==> src/shared/evq_pkg.sv <==
/*
  Shared constants and types for the event ordering and event queue unit.
  Assumes a 32-bit AXI4-Lite register port and an 8-bit byte address.
*/
`default_nettype none
package evq_pkg;
  // Register byte offsets
  localparam logic [7:0] OFF_PROD = 8'h00;
  localparam logic [7:0] OFF_CONS = 8'h04;
  localparam logic [7:0] OFF_CTRL = 8'h08;
  localparam logic [7:0] OFF_STAT = 8'h0C;
  localparam int         OVF_BIT  = 31;
  // Control and status bit positions
  localparam int CTRL_EVQ_EN  = 0;
  localparam int CTRL_XL_EN   = 1;
  localparam int CTRL_CHK_EN  = 2;
  localparam int CTRL_REC_ATS = 3;
  localparam int ST_FULL      = 0;
  localparam int ST_OVF       = 1;
  localparam int ST_HOLD      = 2;
  localparam int ST_HSTALL    = 3;
  localparam logic [31:0] CTRL_RST = 32'h0000_0000;
  // AXI responses
  localparam logic [1:0] RESP_OKAY   = 2'h0;
  localparam logic [1:0] RESP_DECERR = 2'h3;
  // Configuration fault vector, index is priority
  localparam int CFG_N       = 9;
  localparam int CF_UNKNOWN  = 0;
  localparam int CF_STE_ABT  = 1;
  localparam int CF_BAD_STE  = 2;
  localparam int CF_VMS_ABT  = 3;
  localparam int CF_BAD_SUB  = 4;
  localparam int CF_DISABLED = 5;
  localparam int CF_CTX_S2   = 6;
  localparam int CF_CTX_ABT  = 7;
  localparam int CF_BAD_CTX  = 8;
  // Walk fault vector for one level, index is priority
  localparam int WF_N       = 18;
  localparam int WF_S2D_LO  = 1;
  localparam int WF_S2D_HI  = 6;
  localparam int WF_S1_LO   = 7;
  localparam int WF_S1_HI   = 11;
  localparam int WF_S2F_LO  = 12;
  localparam int WF_S2_STEP = 6;
  localparam int QLOG_DEF   = 4;
  localparam int SIDW_DEF   = 16;

  typedef enum logic [4:0] {
    ev_none, unknown_stream_error, stream_entry_fetch_abort,
    invalid_stream_entry, vm_structure_fetch_abort,
    invalid_substream_error, disabled_stream_fault, context_fetch_abort,
    invalid_context_error, translation_fault, addr_size_fault,
    access_fault, permission_fault, walk_external_abort,
    tlb_conflict_fault, cfg_conflict_fault,
    unsupported_transaction_fault, bad_translation_request,
    translated_forbidden_fault
  } event_t;

  typedef enum logic [1:0] {
    txn_ordinary, txn_ats_request, txn_ats_translated
  } txn_kind_t;

  typedef enum logic [1:0] {
    resp_pass, resp_abort, resp_stall, resp_silent
  } resp_t;
endpackage : evq_pkg
`default_nettype wire

==> src/logic/evq_fault_unit.sv <==
/*
  Event ordering and event queue producer with AXI4-Lite registers.
  Assumes the walker and config fetch report one flag vector per
  transaction, and a memory writer that acks each record write.
*/
`default_nettype none
module evq_fault_unit #(
  parameter int QLOG = evq_pkg::QLOG_DEF,
  parameter int SIDW = evq_pkg::SIDW_DEF
) (
  // Clock and reset
  input  wire logic                        clock,
  input  wire logic                        reset,
  // AXI4-Lite slave
  input  wire logic [7:0]                  s_axi_awaddr,
  input  wire logic                        s_axi_awvalid,
  output logic                             s_axi_awready,
  input  wire logic [31:0]                 s_axi_wdata,
  input  wire logic [3:0]                  s_axi_wstrb,
  input  wire logic                        s_axi_wvalid,
  output logic                             s_axi_wready,
  output logic [1:0]                       s_axi_bresp,
  output logic                             s_axi_bvalid,
  input  wire logic                        s_axi_bready,
  input  wire logic [7:0]                  s_axi_araddr,
  input  wire logic                        s_axi_arvalid,
  output logic                             s_axi_arready,
  output logic [31:0]                      s_axi_rdata,
  output logic [1:0]                       s_axi_rresp,
  output logic                             s_axi_rvalid,
  input  wire logic                        s_axi_rready,
  // Transaction fault report
  input  wire logic                        rep_valid,
  output logic                             rep_ready,
  input  wire evq_pkg::txn_kind_t          rep_kind,
  input  wire logic [SIDW-1:0]             rep_stream,
  input  wire logic [evq_pkg::CFG_N-1:0]   rep_cfg_flt,
  input  wire logic [evq_pkg::WF_N-1:0]    rep_walk_flt,
  input  wire logic                        rep_unsupported,
  input  wire logic                        rep_tlb_conflict,
  input  wire logic                        rep_cfg_conflict,
  input  wire logic                        rep_ats_forbid,
  input  wire logic                        rep_stall_cfg,
  input  wire logic                        rep_s2_select,
  // Answer to the client
  output logic                             resp_valid,
  output evq_pkg::resp_t                   resp_kind,
  output evq_pkg::event_t                  resp_event,
  // Record write to queue memory
  output logic                             rec_valid,
  input  wire logic                        rec_ready,
  output logic [QLOG-1:0]                  rec_slot,
  output evq_pkg::event_t                  rec_event,
  output logic [SIDW-1:0]                  rec_stream,
  output logic                             rec_stall
);

  ////////////////////////////////////////////////////////////////////////
  logic [QLOG:0]   prod_r, cons_r;
  logic            overflow_flag_r, ovack_r;
  logic [31:0]     ctrl_r;
  logic            hold_valid_r, hold_stall_r;
  evq_pkg::event_t hold_event_r;
  logic [SIDW-1:0] hold_stream_r;
  logic            en, full, ovf_present, start_wr, discard, accept;
  evq_pkg::event_t ev_nxt;
  evq_pkg::resp_t  rk_nxt;
  logic            stall_nxt;

  function automatic evq_pkg::event_t cfg_event(input int idx);
    case (idx)
      evq_pkg::CF_UNKNOWN:  return evq_pkg::unknown_stream_error;
      evq_pkg::CF_STE_ABT:  return evq_pkg::stream_entry_fetch_abort;
      evq_pkg::CF_BAD_STE:  return evq_pkg::invalid_stream_entry;
      evq_pkg::CF_VMS_ABT:  return evq_pkg::vm_structure_fetch_abort;
      evq_pkg::CF_BAD_SUB:  return evq_pkg::invalid_substream_error;
      evq_pkg::CF_DISABLED: return evq_pkg::disabled_stream_fault;
      evq_pkg::CF_CTX_ABT:  return evq_pkg::context_fetch_abort;
      default:              return evq_pkg::invalid_context_error;
    endcase
  endfunction : cfg_event

  // Walk step to event; stage-2 groups share one step pattern
  function automatic evq_pkg::event_t walk_event(input int idx);
    int step;
    step = 0;
    if (idx >= evq_pkg::WF_S2F_LO)
      step = idx - evq_pkg::WF_S2F_LO;
    else if (idx >= evq_pkg::WF_S2D_LO && idx <= evq_pkg::WF_S2D_HI)
      step = idx - evq_pkg::WF_S2D_LO;
    else if (idx >= evq_pkg::WF_S1_LO)
      step = idx - evq_pkg::WF_S1_LO + 1;
    case (step)
      0:       return evq_pkg::translation_fault;
      1:       return evq_pkg::walk_external_abort;
      2:       return evq_pkg::translation_fault;
      3:       return evq_pkg::addr_size_fault;
      4:       return evq_pkg::access_fault;
      default: return evq_pkg::permission_fault;
    endcase
  endfunction : walk_event

  function automatic logic stallable(input evq_pkg::event_t e);
    return e == evq_pkg::translation_fault || e == evq_pkg::addr_size_fault
        || e == evq_pkg::access_fault || e == evq_pkg::permission_fault;
  endfunction : stallable

  function automatic logic [31:0] merge(input logic [31:0] old_v,
      input logic [31:0] new_v, input logic [3:0] strb);
    logic [31:0] r;
    r = old_v;
    for (int b = 0; b < 4; b++)
      if (strb[b]) r[8*b +: 8] = new_v[8*b +: 8];
    return r;
  endfunction : merge

  ////////////////////////////////////////////////////////////////////////
  // Event selection for one transaction
  always_comb begin
    int              ci, wi;
    logic            ch, wh, ws2, any;
    evq_pkg::event_t wev;
    ci = 0;
    wi = 0;
    for (int i = evq_pkg::CFG_N - 1; i >= 0; i--)
      if (rep_cfg_flt[i]) ci = i;
    for (int i = evq_pkg::WF_N - 1; i >= 0; i--)
      if (rep_walk_flt[i]) wi = i;
    ch  = |rep_cfg_flt;
    wh  = |rep_walk_flt;
    wev = walk_event(wi);
    ws2 = (wi >= evq_pkg::WF_S2D_LO && wi <= evq_pkg::WF_S2D_HI)
        || wi >= evq_pkg::WF_S2F_LO;
    any = ch || wh || rep_unsupported || rep_tlb_conflict
        || rep_cfg_conflict || rep_ats_forbid;
    ev_nxt    = evq_pkg::ev_none;
    rk_nxt    = evq_pkg::resp_pass;
    stall_nxt = 1'b0;
    case (rep_kind)
      evq_pkg::txn_ordinary: begin
        if (rep_unsupported)
          ev_nxt = evq_pkg::unsupported_transaction_fault;
        else if (rep_tlb_conflict)
          ev_nxt = evq_pkg::tlb_conflict_fault;
        else if (rep_cfg_conflict)
          ev_nxt = evq_pkg::cfg_conflict_fault;
        else if (ch)
          ev_nxt = (ci == evq_pkg::CF_CTX_S2) ? wev : cfg_event(ci);
        else if (wh)
          ev_nxt = wev;
        stall_nxt = rep_stall_cfg && stallable(ev_nxt);
      end
      evq_pkg::txn_ats_request: begin
        if (any) ev_nxt = evq_pkg::bad_translation_request;
      end
      evq_pkg::txn_ats_translated: begin
        if (rep_ats_forbid)
          ev_nxt = evq_pkg::translated_forbidden_fault;
        else if (ch && (ci == evq_pkg::CF_STE_ABT
            || ci == evq_pkg::CF_VMS_ABT || ci == evq_pkg::CF_CTX_ABT)
            && ctrl_r[evq_pkg::CTRL_XL_EN] && ctrl_r[evq_pkg::CTRL_CHK_EN]
            && ctrl_r[evq_pkg::CTRL_REC_ATS])
          ev_nxt = cfg_event(ci);
        else if (!ch && wh && ws2 && rep_s2_select)
          ev_nxt = wev;
        else if (any)
          rk_nxt = evq_pkg::resp_silent;
      end
      default: ev_nxt = evq_pkg::ev_none;
    endcase
    if (ev_nxt != evq_pkg::ev_none)
      rk_nxt = stall_nxt ? evq_pkg::resp_stall : evq_pkg::resp_abort;
  end

  ////////////////////////////////////////////////////////////////////////
  // Queue state
  assign en          = ctrl_r[evq_pkg::CTRL_EVQ_EN];
  assign full        = prod_r[QLOG-1:0] == cons_r[QLOG-1:0]
                    && prod_r[QLOG] != cons_r[QLOG];
  assign ovf_present = overflow_flag_r != ovack_r;
  assign start_wr    = hold_valid_r && !rec_valid && en && !full;
  assign discard     = hold_valid_r && !rec_valid && !hold_stall_r
                    && (!en || full);
  assign rep_ready   = !hold_valid_r;
  assign accept      = rep_valid && rep_ready;
  assign rec_slot    = prod_r[QLOG-1:0];
  assign rec_event   = hold_event_r;
  assign rec_stream  = hold_stream_r;
  assign rec_stall   = hold_stall_r;

  always_ff @(posedge clock) begin
    if (reset) begin
      resp_valid <= 1'b0;
      resp_kind  <= evq_pkg::resp_pass;
      resp_event <= evq_pkg::ev_none;
    end else begin
      resp_valid <= accept;
      resp_kind  <= rk_nxt;
      resp_event <= ev_nxt;
    end
  end

  // Pending record; a stall record waits here for space
  always_ff @(posedge clock) begin
    if (reset) begin
      hold_valid_r  <= 1'b0;
      hold_stall_r  <= 1'b0;
      hold_event_r  <= evq_pkg::ev_none;
      hold_stream_r <= '0;
    end else if (accept) begin
      hold_valid_r  <= ev_nxt != evq_pkg::ev_none;
      hold_stall_r  <= stall_nxt;
      hold_event_r  <= ev_nxt;
      hold_stream_r <= rep_stream;
    end else if (discard || (rec_valid && rec_ready)) begin
      hold_valid_r <= 1'b0;
    end
  end

  always_ff @(posedge clock) begin
    if (reset)
      rec_valid <= 1'b0;
    else if (rec_valid && rec_ready)
      rec_valid <= 1'b0;
    else if (start_wr)
      rec_valid <= 1'b1;
  end

  // Index passes the entry only after the write is acknowledged
  always_ff @(posedge clock) begin
    if (reset)
      prod_r <= '0;
    else if (rec_valid && rec_ready)
      prod_r <= prod_r + 1'b1;
  end

  // Full seen from the already published index
  always_ff @(posedge clock) begin
    if (reset)
      overflow_flag_r <= 1'b0;
    else if (discard && en && full && !ovf_present)
      overflow_flag_r <= ~overflow_flag_r;
  end

  ////////////////////////////////////////////////////////////////////////
  // AXI4-Lite slave
  logic       aw_got_r, w_got_r;
  logic [7:0] aw_addr_r;
  logic [31:0] w_data_r;
  logic [3:0]  w_strb_r;
  logic        do_wr;

  assign s_axi_awready = !aw_got_r && !s_axi_bvalid;
  assign s_axi_wready  = !w_got_r && !s_axi_bvalid;
  assign s_axi_arready = !s_axi_rvalid;
  assign do_wr         = aw_got_r && w_got_r && !s_axi_bvalid;

  always_ff @(posedge clock) begin
    if (reset) begin
      aw_got_r  <= 1'b0;
      aw_addr_r <= '0;
    end else if (s_axi_awvalid && s_axi_awready) begin
      aw_got_r  <= 1'b1;
      aw_addr_r <= s_axi_awaddr;
    end else if (do_wr) begin
      aw_got_r  <= 1'b0;
    end
  end

  always_ff @(posedge clock) begin
    if (reset) begin
      w_got_r  <= 1'b0;
      w_data_r <= '0;
      w_strb_r <= '0;
    end else if (s_axi_wvalid && s_axi_wready) begin
      w_got_r  <= 1'b1;
      w_data_r <= s_axi_wdata;
      w_strb_r <= s_axi_wstrb;
    end else if (do_wr) begin
      w_got_r  <= 1'b0;
    end
  end

  always_ff @(posedge clock) begin
    if (reset) begin
      s_axi_bvalid <= 1'b0;
      s_axi_bresp  <= evq_pkg::RESP_OKAY;
    end else if (do_wr) begin
      s_axi_bvalid <= 1'b1;
      s_axi_bresp  <= (aw_addr_r == evq_pkg::OFF_PROD
                    || aw_addr_r == evq_pkg::OFF_CONS
                    || aw_addr_r == evq_pkg::OFF_CTRL
                    || aw_addr_r == evq_pkg::OFF_STAT)
                    ? evq_pkg::RESP_OKAY : evq_pkg::RESP_DECERR;
    end else if (s_axi_bready) begin
      s_axi_bvalid <= 1'b0;
    end
  end

  // Consumer index and acknowledge written by software
  logic [31:0] cons_m;
  assign cons_m = merge({ovack_r, {(31 - QLOG - 1){1'b0}}, cons_r},
                        w_data_r, w_strb_r);

  always_ff @(posedge clock) begin
    if (reset) begin
      cons_r  <= '0;
      ovack_r <= 1'b0;
    end else if (do_wr && aw_addr_r == evq_pkg::OFF_CONS) begin
      cons_r  <= cons_m[QLOG:0];
      ovack_r <= cons_m[evq_pkg::OVF_BIT];
    end
  end

  always_ff @(posedge clock) begin
    if (reset)
      ctrl_r <= evq_pkg::CTRL_RST;
    else if (do_wr && aw_addr_r == evq_pkg::OFF_CTRL)
      ctrl_r <= merge(ctrl_r, w_data_r, w_strb_r);
  end

  always_ff @(posedge clock) begin
    if (reset) begin
      s_axi_rvalid <= 1'b0;
      s_axi_rdata  <= '0;
      s_axi_rresp  <= evq_pkg::RESP_OKAY;
    end else if (s_axi_arvalid && s_axi_arready) begin
      s_axi_rvalid <= 1'b1;
      s_axi_rresp  <= evq_pkg::RESP_OKAY;
      s_axi_rdata  <= '0;
      case (s_axi_araddr)
        evq_pkg::OFF_PROD:
          s_axi_rdata <= {overflow_flag_r, {(31 - QLOG - 1){1'b0}}, prod_r};
        evq_pkg::OFF_CONS:
          s_axi_rdata <= {ovack_r, {(31 - QLOG - 1){1'b0}}, cons_r};
        evq_pkg::OFF_CTRL:
          s_axi_rdata <= {28'h0000000, ctrl_r[3:0]};
        evq_pkg::OFF_STAT:
          s_axi_rdata <= {28'h0000000, hold_stall_r, hold_valid_r,
                          ovf_present, full};
        default:
          s_axi_rresp <= evq_pkg::RESP_DECERR;
      endcase
    end else if (s_axi_rready) begin
      s_axi_rvalid <= 1'b0;
    end
  end

  logic rec_stall_q;
  always_ff @(posedge clock) rec_stall_q <= stall_nxt;
endmodule : evq_fault_unit
`default_nettype wire

==> config.mk <==
export PLATFORM = sky130hd
export DESIGN_NAME = evq_fault_unit
export DESIGN_NICKNAME = d
export VERILOG_FILES = /design/src/shared/evq_pkg.sv /design/src/logic/evq_fault_unit.sv
export SDC_FILE = /design/constraint.sdc
export NUM_CORES = 1
export LEC_CHECK = 0
export BUFFER_PORTS_ARGS = -buffer_cell sky130_fd_sc_hd__buf_2
export CAP_MARGIN = 40
export CORE_UTILIZATION = 40
export CTS_CLUSTER_DIAMETER = 50
export CTS_CLUSTER_SIZE = 12
export DETAILED_ROUTE_END_ITERATION = 10
export HOLD_SLACK_MARGIN = 0.1
export MAX_ROUTING_LAYER = met4
export PLACE_DENSITY = 0.73
export SYNTH_ARGS = -nofsm -noshare
export SYNTH_HDL_FRONTEND = slang
export SYNTH_SLANG_ARGS = --single-unit
==> constraint.sdc <==
create_clock -name clock -period 8.3 [get_ports clock]
set_input_delay 2.075 -clock clock [delete_from_list [all_inputs] [get_ports clock]]
set_output_delay 2.075 -clock clock [all_outputs]
set_load 0.01 [all_outputs]
==> results of run 1 <==
[through the flow]
step            util  worst slack (ps)
4_1_cts        0.506              2230
5_1_grt        0.506              1910
3_5_place_dp   0.475              1890
3_3_place_gp   0.473              1960
2_1_floorplan      -              2550
6_report       0.506              2140
[final cells by class]
class | count | area [um^2]
Fill cell | 1066 | 5400
Multi-Input combinational cell | 445 | 2720
Sequential cell | 76 | 1520
Timing Repair Buffer | 136 | 693
Clock buffer | 10 | 229
Tap cell | 140 | 175
Clock inverter | 6 | 111
Inverter | 23 | 86.3
Antenna cell | 1 | 2.50
[path summary, 6_finish.rpt]
kind         cells past startpoint              to
max                             18    hold_valid_r
min reg2reg                      2  s_axi_rdata[4]
max reg2reg                      7    hold_valid_r
min                              2  s_axi_rdata[4]
[kinds of logic (layout without fill, tap and decap cells)]
group,after synthesis,in the layout,share of synthesized area
compound gates,136,136,0.206
xor+xnor,11,11,0.0212
fa+ha+maj,15,15,0.0413
buf+inv,75,175,0.0884
flops,76,76,0.335
mux,21,21,0.0573
other cells,1,27,0.000826
simple gates,236,236,0.250
[layer usage]
layer	track usage	routed length, um
met5	-	0
met4	0.0820	262
met3	0.0524	675
met2	0.360	6060
met1	0.247	5340
[worst register-to-register path: stages (launching register included)]
cell	delay (ps)
dfxtp_1	370
nand4b_1	150
a221oi_1	430
nor2b_1	130
a21oi_1	390
nand2_1	130
nor4b_2	380
o32ai_1	140
[flip-flops by register name, summed over array words and instances, names as in the netlist, 2 cells and up]
name and flops:
resp_kind 2, rec_stream 16, prod_r 5, w_strb_r 2, cons_r 5, s_axi_rdata 6, aw_addr_r 8, ctrl_r 4
w_data_r 6, rec_event 5, resp_event 5
[report_power, final]
group	switching (mW)	internal, mW
Combinational	0.0971	0.0615
Sequential	0.00936	0.382
Clock	0.150	0.294
[Yosys cell counts (10+ instances only)]
library cell / count / area, um^2
a21oi_1: 58 / 290
mux2i_1: 17 / 170
nor3_1: 10 / 50.1
nand2_1: 97 / 364
nand2b_1: 10 / 62.6
inv_1: 22 / 82.6
dfxtp_1: 76 / 1520
nor4_1: 12 / 75.1
buf_4: 32 / 240
ha_1: 15 / 188
clkbuf_1: 20 / 75.1
nor2_1: 56 / 210
==> results_tabular.tex, run 1 <==
\begin{tabular}{lr}
\hline
Metric & Value \\
\hline
\multicolumn{2}{l}{\textbf{Placed design}} \\
Global placer's final weighted congestion & 0.893 \\
Post-placement cell count & 820 \\
Detail Placement HPWL & 9380 um \\
Port buffer count & 134 \\
Instance area at placement & 5190 um\^{}2 \\
\multicolumn{2}{l}{\textbf{Drt}} \\
DRC marker count from the first detailed-route iteration & 208 \\
Count of vias placed by the detailed router & 4513 \\
Residual antenna-violating net count after detailed routing & 0 \\
Drt pass-1 iters & 5 \\
Total Routed Length & 12300 um \\
Number of remaining DRC errors & 0 \\
Drt wl/cell & 14.7 um \\
Number of vias per cell after detailed routing & 5.39 \\
\multicolumn{2}{l}{\textbf{Clock tree}} \\
Clk pin slew, worst setup/hold paths & 60 ps \\
Sink count of the clock tree & 76 \\
H-tree depth & 3 \\
Number of cells upsized or downsized after cts & 0 \\
Clock network latency to the later pin of the worst-skew pair & 330 ps \\
Clock buffer depth & 2 \\
Clock root buffer & clkbuf\_16 \\
Number of CTS-inserted buffers & 9 \\
Post-CTS setup buffer count & 0 \\
CTS tree & built \\
Number of buffers inserted by hold repair at cts & 0 \\
\multicolumn{2}{l}{\textbf{Die}} \\
Core Region & 10900 um\^{}2 \\
Die area & 11800 um\^{}2 \\
Number of top-level pins & 189 \\
Num rows & 38 \\
Die height & 109 um \\
Die boundary width & 109 um \\
Effective utilization at floorplan & 0.415 \\
\multicolumn{2}{l}{\textbf{Critical path}} \\
Reg-to-reg slack, setup & 6050 ps \\
Worst Path Arrival & 6350 ps \\
Top cell family by delay on the critical path & compound AO/OA/AOI/OAI gates \\
Crit path buffers/inverters & 1 \\
Beginning of the critical path & rep\_walk\_flt[10] \\
Most common cell on crit path & nand2b\_1 \\
Category of the worst setup path launch point & primary input \\
Cell at the slowest stage of the critical path & a2111o\_1 \\
Maximum cell stage delay along the critical path & 550 ps \\
R2r startpoint & ctrl\_r[1] \\
Worst Setup Path Type & in -> reg \\
CP required & 8490 ps \\
Cells traversed along the worst timing path & buf\_2 -> nor2\_1 -> o311ai\_0 -> a2111o\_1 -> a21o\_1 -> ha\_1 -> and2\_1 -> ha\_1 -> nand2b\_1 -> a31o\_2 -> nor2\_1 -> mux2i\_1 -> o31ai\_1 -> nand2b\_1 -> nand2b\_1 -> a311o\_1 -> nor4b\_2 -> o32ai\_1 \\
Max FO, Critical Path & 8 \\
Sort of element at the end of the critical path & flop \\
\multicolumn{2}{l}{\textbf{Pwr}} \\
Power per unit of standard cell area & 180 nW/um\^{}2 \\
Static Leak & 2.57 nW \\
Worst voltage drop across the vdd grid & 0.000133 V \\
Sum of internal, switching and leakage power & 994 uW \\
\multicolumn{2}{l}{\textbf{Cells and area}} \\
Most common cell after layout, fill and taps aside & buf\_2 \\
\# nets final & 818 \\
Share of cells above drive strength 1 & 0.249 \\
Post-Layout Inst Area & 5530 um\^{}2 \\
Most used cells in the layout excluding fill and tap cells & buf\_2 (134), nand2\_1 (97), dfxtp\_1 (76) \\
Final std cells w/o fill & 837 \\
Area grow syn2layout & 21.8\% \\
\multicolumn{2}{l}{\textbf{Timing}} \\
RSZ-0062 raised after global routing & false \\
Actual transition at the worst max-transition pin & 780 ps \\
Share of the cycle needed by the critical path after routing & 0.743 \\
Number of pins with negative max-slew slack in the final report & 0 \\
Sum of negative setup slack & 0 ps \\
Number of hold-slack violations in the final timing report & 0 \\
Worst hold slack across all endpoints & 447 ps \\
Slew Limit Headroom & 0.479 \\
Setup-violating endpoint count in the final report & 0 \\
Final critical delay including setup and external delays & 6160 ps \\
FMAX & 162 MHz \\
Final worst clock skew & 6.14 ps \\
\multicolumn{2}{l}{\textbf{Global route}} \\
Pin count of the biggest net entering global routing & 79 \\
Number of global-route vias before repair & 4179 \\
Tot GR Track Use & 0.215 \\
Global-route wire length before repair & 19500 um \\
Global route total overflow & 0 \\
Initial antenna violation count & 1 \\
\multicolumn{2}{l}{\textbf{Yosys}} \\
Distinct cells, synth & 69 \\
Number of synthesized flops with an enable pin & 0 \\
Synthesized area per cell & 7.95 um\^{}2 \\
Cells after synthesis & 571 \\
Post-synthesis async set-or-reset flop share & 0 \\
Post-synth design cell area & 4540 um\^{}2 \\
Count of warnings emitted by yosys & 0 \\
Main synth FF type & dfxtp\_1 \\
Sequential element share of the synthesized area & 0.335 \\
Register bit count reported by yosys & 76 \\
\multicolumn{2}{l}{\textbf{Min path}} \\
Start point of the worst hold path & s\_axi\_rdata[4] \\
Worst min path class & reg -> reg \\
\multicolumn{2}{l}{\textbf{Outcome}} \\
Result of the run & finished clean \\
\multicolumn{2}{l}{\textbf{Run}} \\
Maximum Capacitance Violations & 0 \\
\hline
\end{tabular}
(Power assumes the default switching activity.)
==> inputs of run 2 (changes only) <==
==> constraint.sdc (replaced) <==
create_clock -name clock -period 6.2 [get_ports clock]
set_input_delay 1.55 -clock clock [delete_from_list [all_inputs] [get_ports clock]]
set_output_delay 1.55 -clock clock [all_outputs]
set_load 0.01 [all_outputs]
==> results_tabular.tex, run 2 (synthesis gave the netlist of run 1 again) <==
\begin{tabular}{lr}
\hline
Metric & Value \\
\hline
\multicolumn{2}{l}{\textbf{Critical path}} \\
Cells traversed along the worst timing path & buf\_2 -> nand2b\_1 -> o311ai\_0 -> a2111o\_1 -> a21o\_1 -> ha\_1 -> and2\_1 -> ha\_1 -> nand2b\_1 -> a31o\_2 -> a31oi\_1 -> mux2i\_1 -> o211a\_1 -> o211a\_1 -> o21ba\_1 -> or3\_1 -> o311a\_1 -> a211oi\_2 (was buf\_2 -> nor2\_1 -> o311ai\_0 -> a2111o\_1 -> a21o\_1 -> ha\_1 -> and2\_1 -> ha\_1 -> nand2b\_1 -> a31o\_2 -> nor2\_1 -> mux2i\_1 -> o31ai\_1 -> nand2b\_1 -> nand2b\_1 -> a311o\_1 -> nor4b\_2 -> o32ai\_1) \\
Worst Path Arrival & 5820 ps (was 6350 ps) \\
Category of the worst setup path launch point & primary input (unchanged) \\
Sort of element at the end of the critical path & flop (unchanged) \\
Max FO, Critical Path & 8 (unchanged) \\
Maximum cell stage delay along the critical path & 540 ps (was 550 ps) \\
Crit path buffers/inverters & 1 (unchanged) \\
Top cell family by delay on the critical path & compound AO/OA/AOI/OAI gates (unchanged) \\
CP required & 6440 ps (was 8490 ps) \\
Worst Setup Path Type & in -> reg (unchanged) \\
Cell at the slowest stage of the critical path & a2111o\_1 (unchanged) \\
\multicolumn{2}{l}{\textbf{Clock tree}} \\
Clock root buffer & clkbuf\_16 (unchanged) \\
Clock network latency to the later pin of the worst-skew pair & 330 ps (about the same) \\
Sink count of the clock tree & 76 (unchanged) \\
Number of buffers inserted by hold repair at cts & 0 (unchanged) \\
Number of CTS-inserted buffers & 9 (unchanged) \\
H-tree depth & 3 (unchanged) \\
Clk pin slew, worst setup/hold paths & 60 ps (about the same) \\
CTS tree & built (unchanged) \\
Number of cells upsized or downsized after cts & 0 (unchanged) \\
Post-CTS setup buffer count & 0 (unchanged) \\
Clock buffer depth & 2 (unchanged) \\
\multicolumn{2}{l}{\textbf{Placed design}} \\
Global placer's final weighted congestion & 0.901 (was 0.893) \\
Instance area at placement & 5190 um\^{}2 (unchanged) \\
Port buffer count & 134 (unchanged) \\
Detail Placement HPWL & 9380 um (about the same) \\
Pre-CTS setup slack & 337 ps (was 1890 ps) \\
\multicolumn{2}{l}{\textbf{Timing}} \\
Setup-violating endpoint count in the final report & 0 (unchanged) \\
Sum of negative setup slack & 0 ps (unchanged) \\
Slew Limit Headroom & 0.445 (was 0.479) \\
Actual transition at the worst max-transition pin & 830 ps (was 780 ps) \\
Share of the cycle needed by the critical path after routing & 0.900 \\
RSZ-0062 raised after global routing & false (unchanged) \\
Final worst clock skew & 5.79 ps (was 6.14 ps) \\
Number of pins with negative max-slew slack in the final report & 0 (unchanged) \\
FMAX & 179 MHz \\
Setup slack of the critical path after layout & 618 ps (was 2140 ps) \\
Final critical delay including setup and external delays & 5580 ps \\
Number of hold-slack violations in the final timing report & 0 (unchanged) \\
\multicolumn{2}{l}{\textbf{Global route}} \\
Global route total overflow & 0 (unchanged) \\
Pin count of the biggest net entering global routing & 79 (unchanged) \\
Tot GR Track Use & 0.213 (was 0.215) \\
Global-route wire length before repair & 19300 um (was 19500 um) \\
Number of global-route vias before repair & 4146 (was 4179) \\
Initial antenna violation count & 1 (unchanged) \\
\multicolumn{2}{l}{\textbf{Die}} \\
Number of top-level pins & 189 (unchanged) \\
Die area & 11800 um\^{}2 (unchanged) \\
Num rows & 38 (unchanged) \\
Effective utilization at floorplan & 0.415 (unchanged) \\
Die boundary width & 109 um (unchanged) \\
Die height & 109 um (unchanged) \\
Core Region & 10900 um\^{}2 (unchanged) \\
\multicolumn{2}{l}{\textbf{Drt}} \\
Residual antenna-violating net count after detailed routing & 0 (unchanged) \\
Count of vias placed by the detailed router & 4462 (was 4513) \\
Drt pass-1 iters & 4 (was 5) \\
DRC marker count from the first detailed-route iteration & 212 (was 208) \\
Drt wl/cell & 14.3 um (was 14.7 um) \\
Total Routed Length & 12000 um (was 12300 um) \\
Number of remaining DRC errors & 0 (unchanged) \\
Number of vias per cell after detailed routing & 5.34 (was 5.39) \\
\multicolumn{2}{l}{\textbf{Min path}} \\
Worst min path class & reg -> reg (unchanged) \\
\multicolumn{2}{l}{\textbf{Cells and area}} \\
Number of flip-flops in the largest register & 16 (unchanged) \\
Share of cells above drive strength 1 & 0.247 (was 0.249) \\
Area grow syn2layout & 21.3\% (was 21.8\%) \\
Most common cell after layout, fill and taps aside & buf\_2 (unchanged) \\
Post-Layout Inst Area & 5510 um\^{}2 (was 5530 um\^{}2) \\
\# nets final & 818 (unchanged) \\
FILL cells & 1061 (was 1066) \\
Most used cells in the layout excluding fill and tap cells & buf\_2 (134), nand2\_1 (97), dfxtp\_1 (76) (unchanged) \\
\multicolumn{2}{l}{\textbf{Run}} \\
Maximum Capacitance Violations & 0 (unchanged) \\
\multicolumn{2}{l}{\textbf{Pwr}} \\
Static Leak & 2.56 nW (was 2.57 nW) \\
Sum of internal, switching and leakage power & 1.29 mW (was 994 uW) \\
Worst voltage drop across the vdd grid & 0.000148 V (was 0.000133 V) \\
Power per unit of standard cell area & 233 nW/um\^{}2 (was 180 nW/um\^{}2) \\
\multicolumn{2}{l}{\textbf{Outcome}} \\
Result of the run & finished clean (unchanged) \\
\hline
\end{tabular}
[run 2: cell count changes in the layout (fill, tap and decap cells not counted)]
cell / delta
bufinv_16: -1
clkbuf_8: +1
clkinv_4: +1
clkinvlp_4: -1
inv_6: -1
[run 2: power by group]
| group | switching [mW] | total (mW) | internal [mW] |
|---|---|---|---|
| sequential | 0.0123 | 0.523 | 0.511 |
| clock | 0.190 | 0.551 | 0.361 |
| combinational | 0.130 | 0.212 | 0.0823 |
[run 2: cell type report]
cell class	count	area (um^2)	share of cell area
Inverter	23	86.3	0.0157
Clock inverter	4	73.8	0.0134
Multi-Input combinational cell	445	2720	0.493
Timing Repair Buffer	136	693	0.126
Tap cell	140	175	0.0318
Clock buffer	11	243	0.0441
Sequential cell	76	1520	0.276
Antenna cell	1	2.50	0.000454
[run 2: worst paths after layout]
check	startpoint	endpoint	slack, ps	cells past startpoint
worst max register to register	w_got_r	cons_r[4]	3970	7
worst min register to register	s_axi_rdata[4]	s_axi_rdata[4]	450	2
worst min-delay path	s_axi_rdata[4]	s_axi_rdata[4]	450	2
worst max-delay path	rep_walk_flt[13]	resp_kind[0]	620	18
[run 2: worst register-to-register path: cells and delay by family, from the launching register on]
kind	cells	cell delay, ps
buf+inv	1	60
flops	1	350
mux	1	220
simple gates	5	1450
[run 2: metrics by stage]
step,hold WS (ps),util,cells
CTS,454,0.504,835
global route,473,0.504,836
global placement,438,0.473,819
floorplan,431,-,596
detailed placement,447,0.475,820
finish,452,0.504,836
[run 2: layer usage]
metal / wire [um] / GRT usage / part of all wire / vias up
met4: 182 / 0.0618 / 0.015 / 0
met3: 699 / 0.0579 / 0.058 / 28
met5: 0 / - / 0 / -
met1: 5240 / 0.252 / 0.44 / 2077
li1: - / - / - / 2218
met2: 5840 / 0.354 / 0.49 / 139
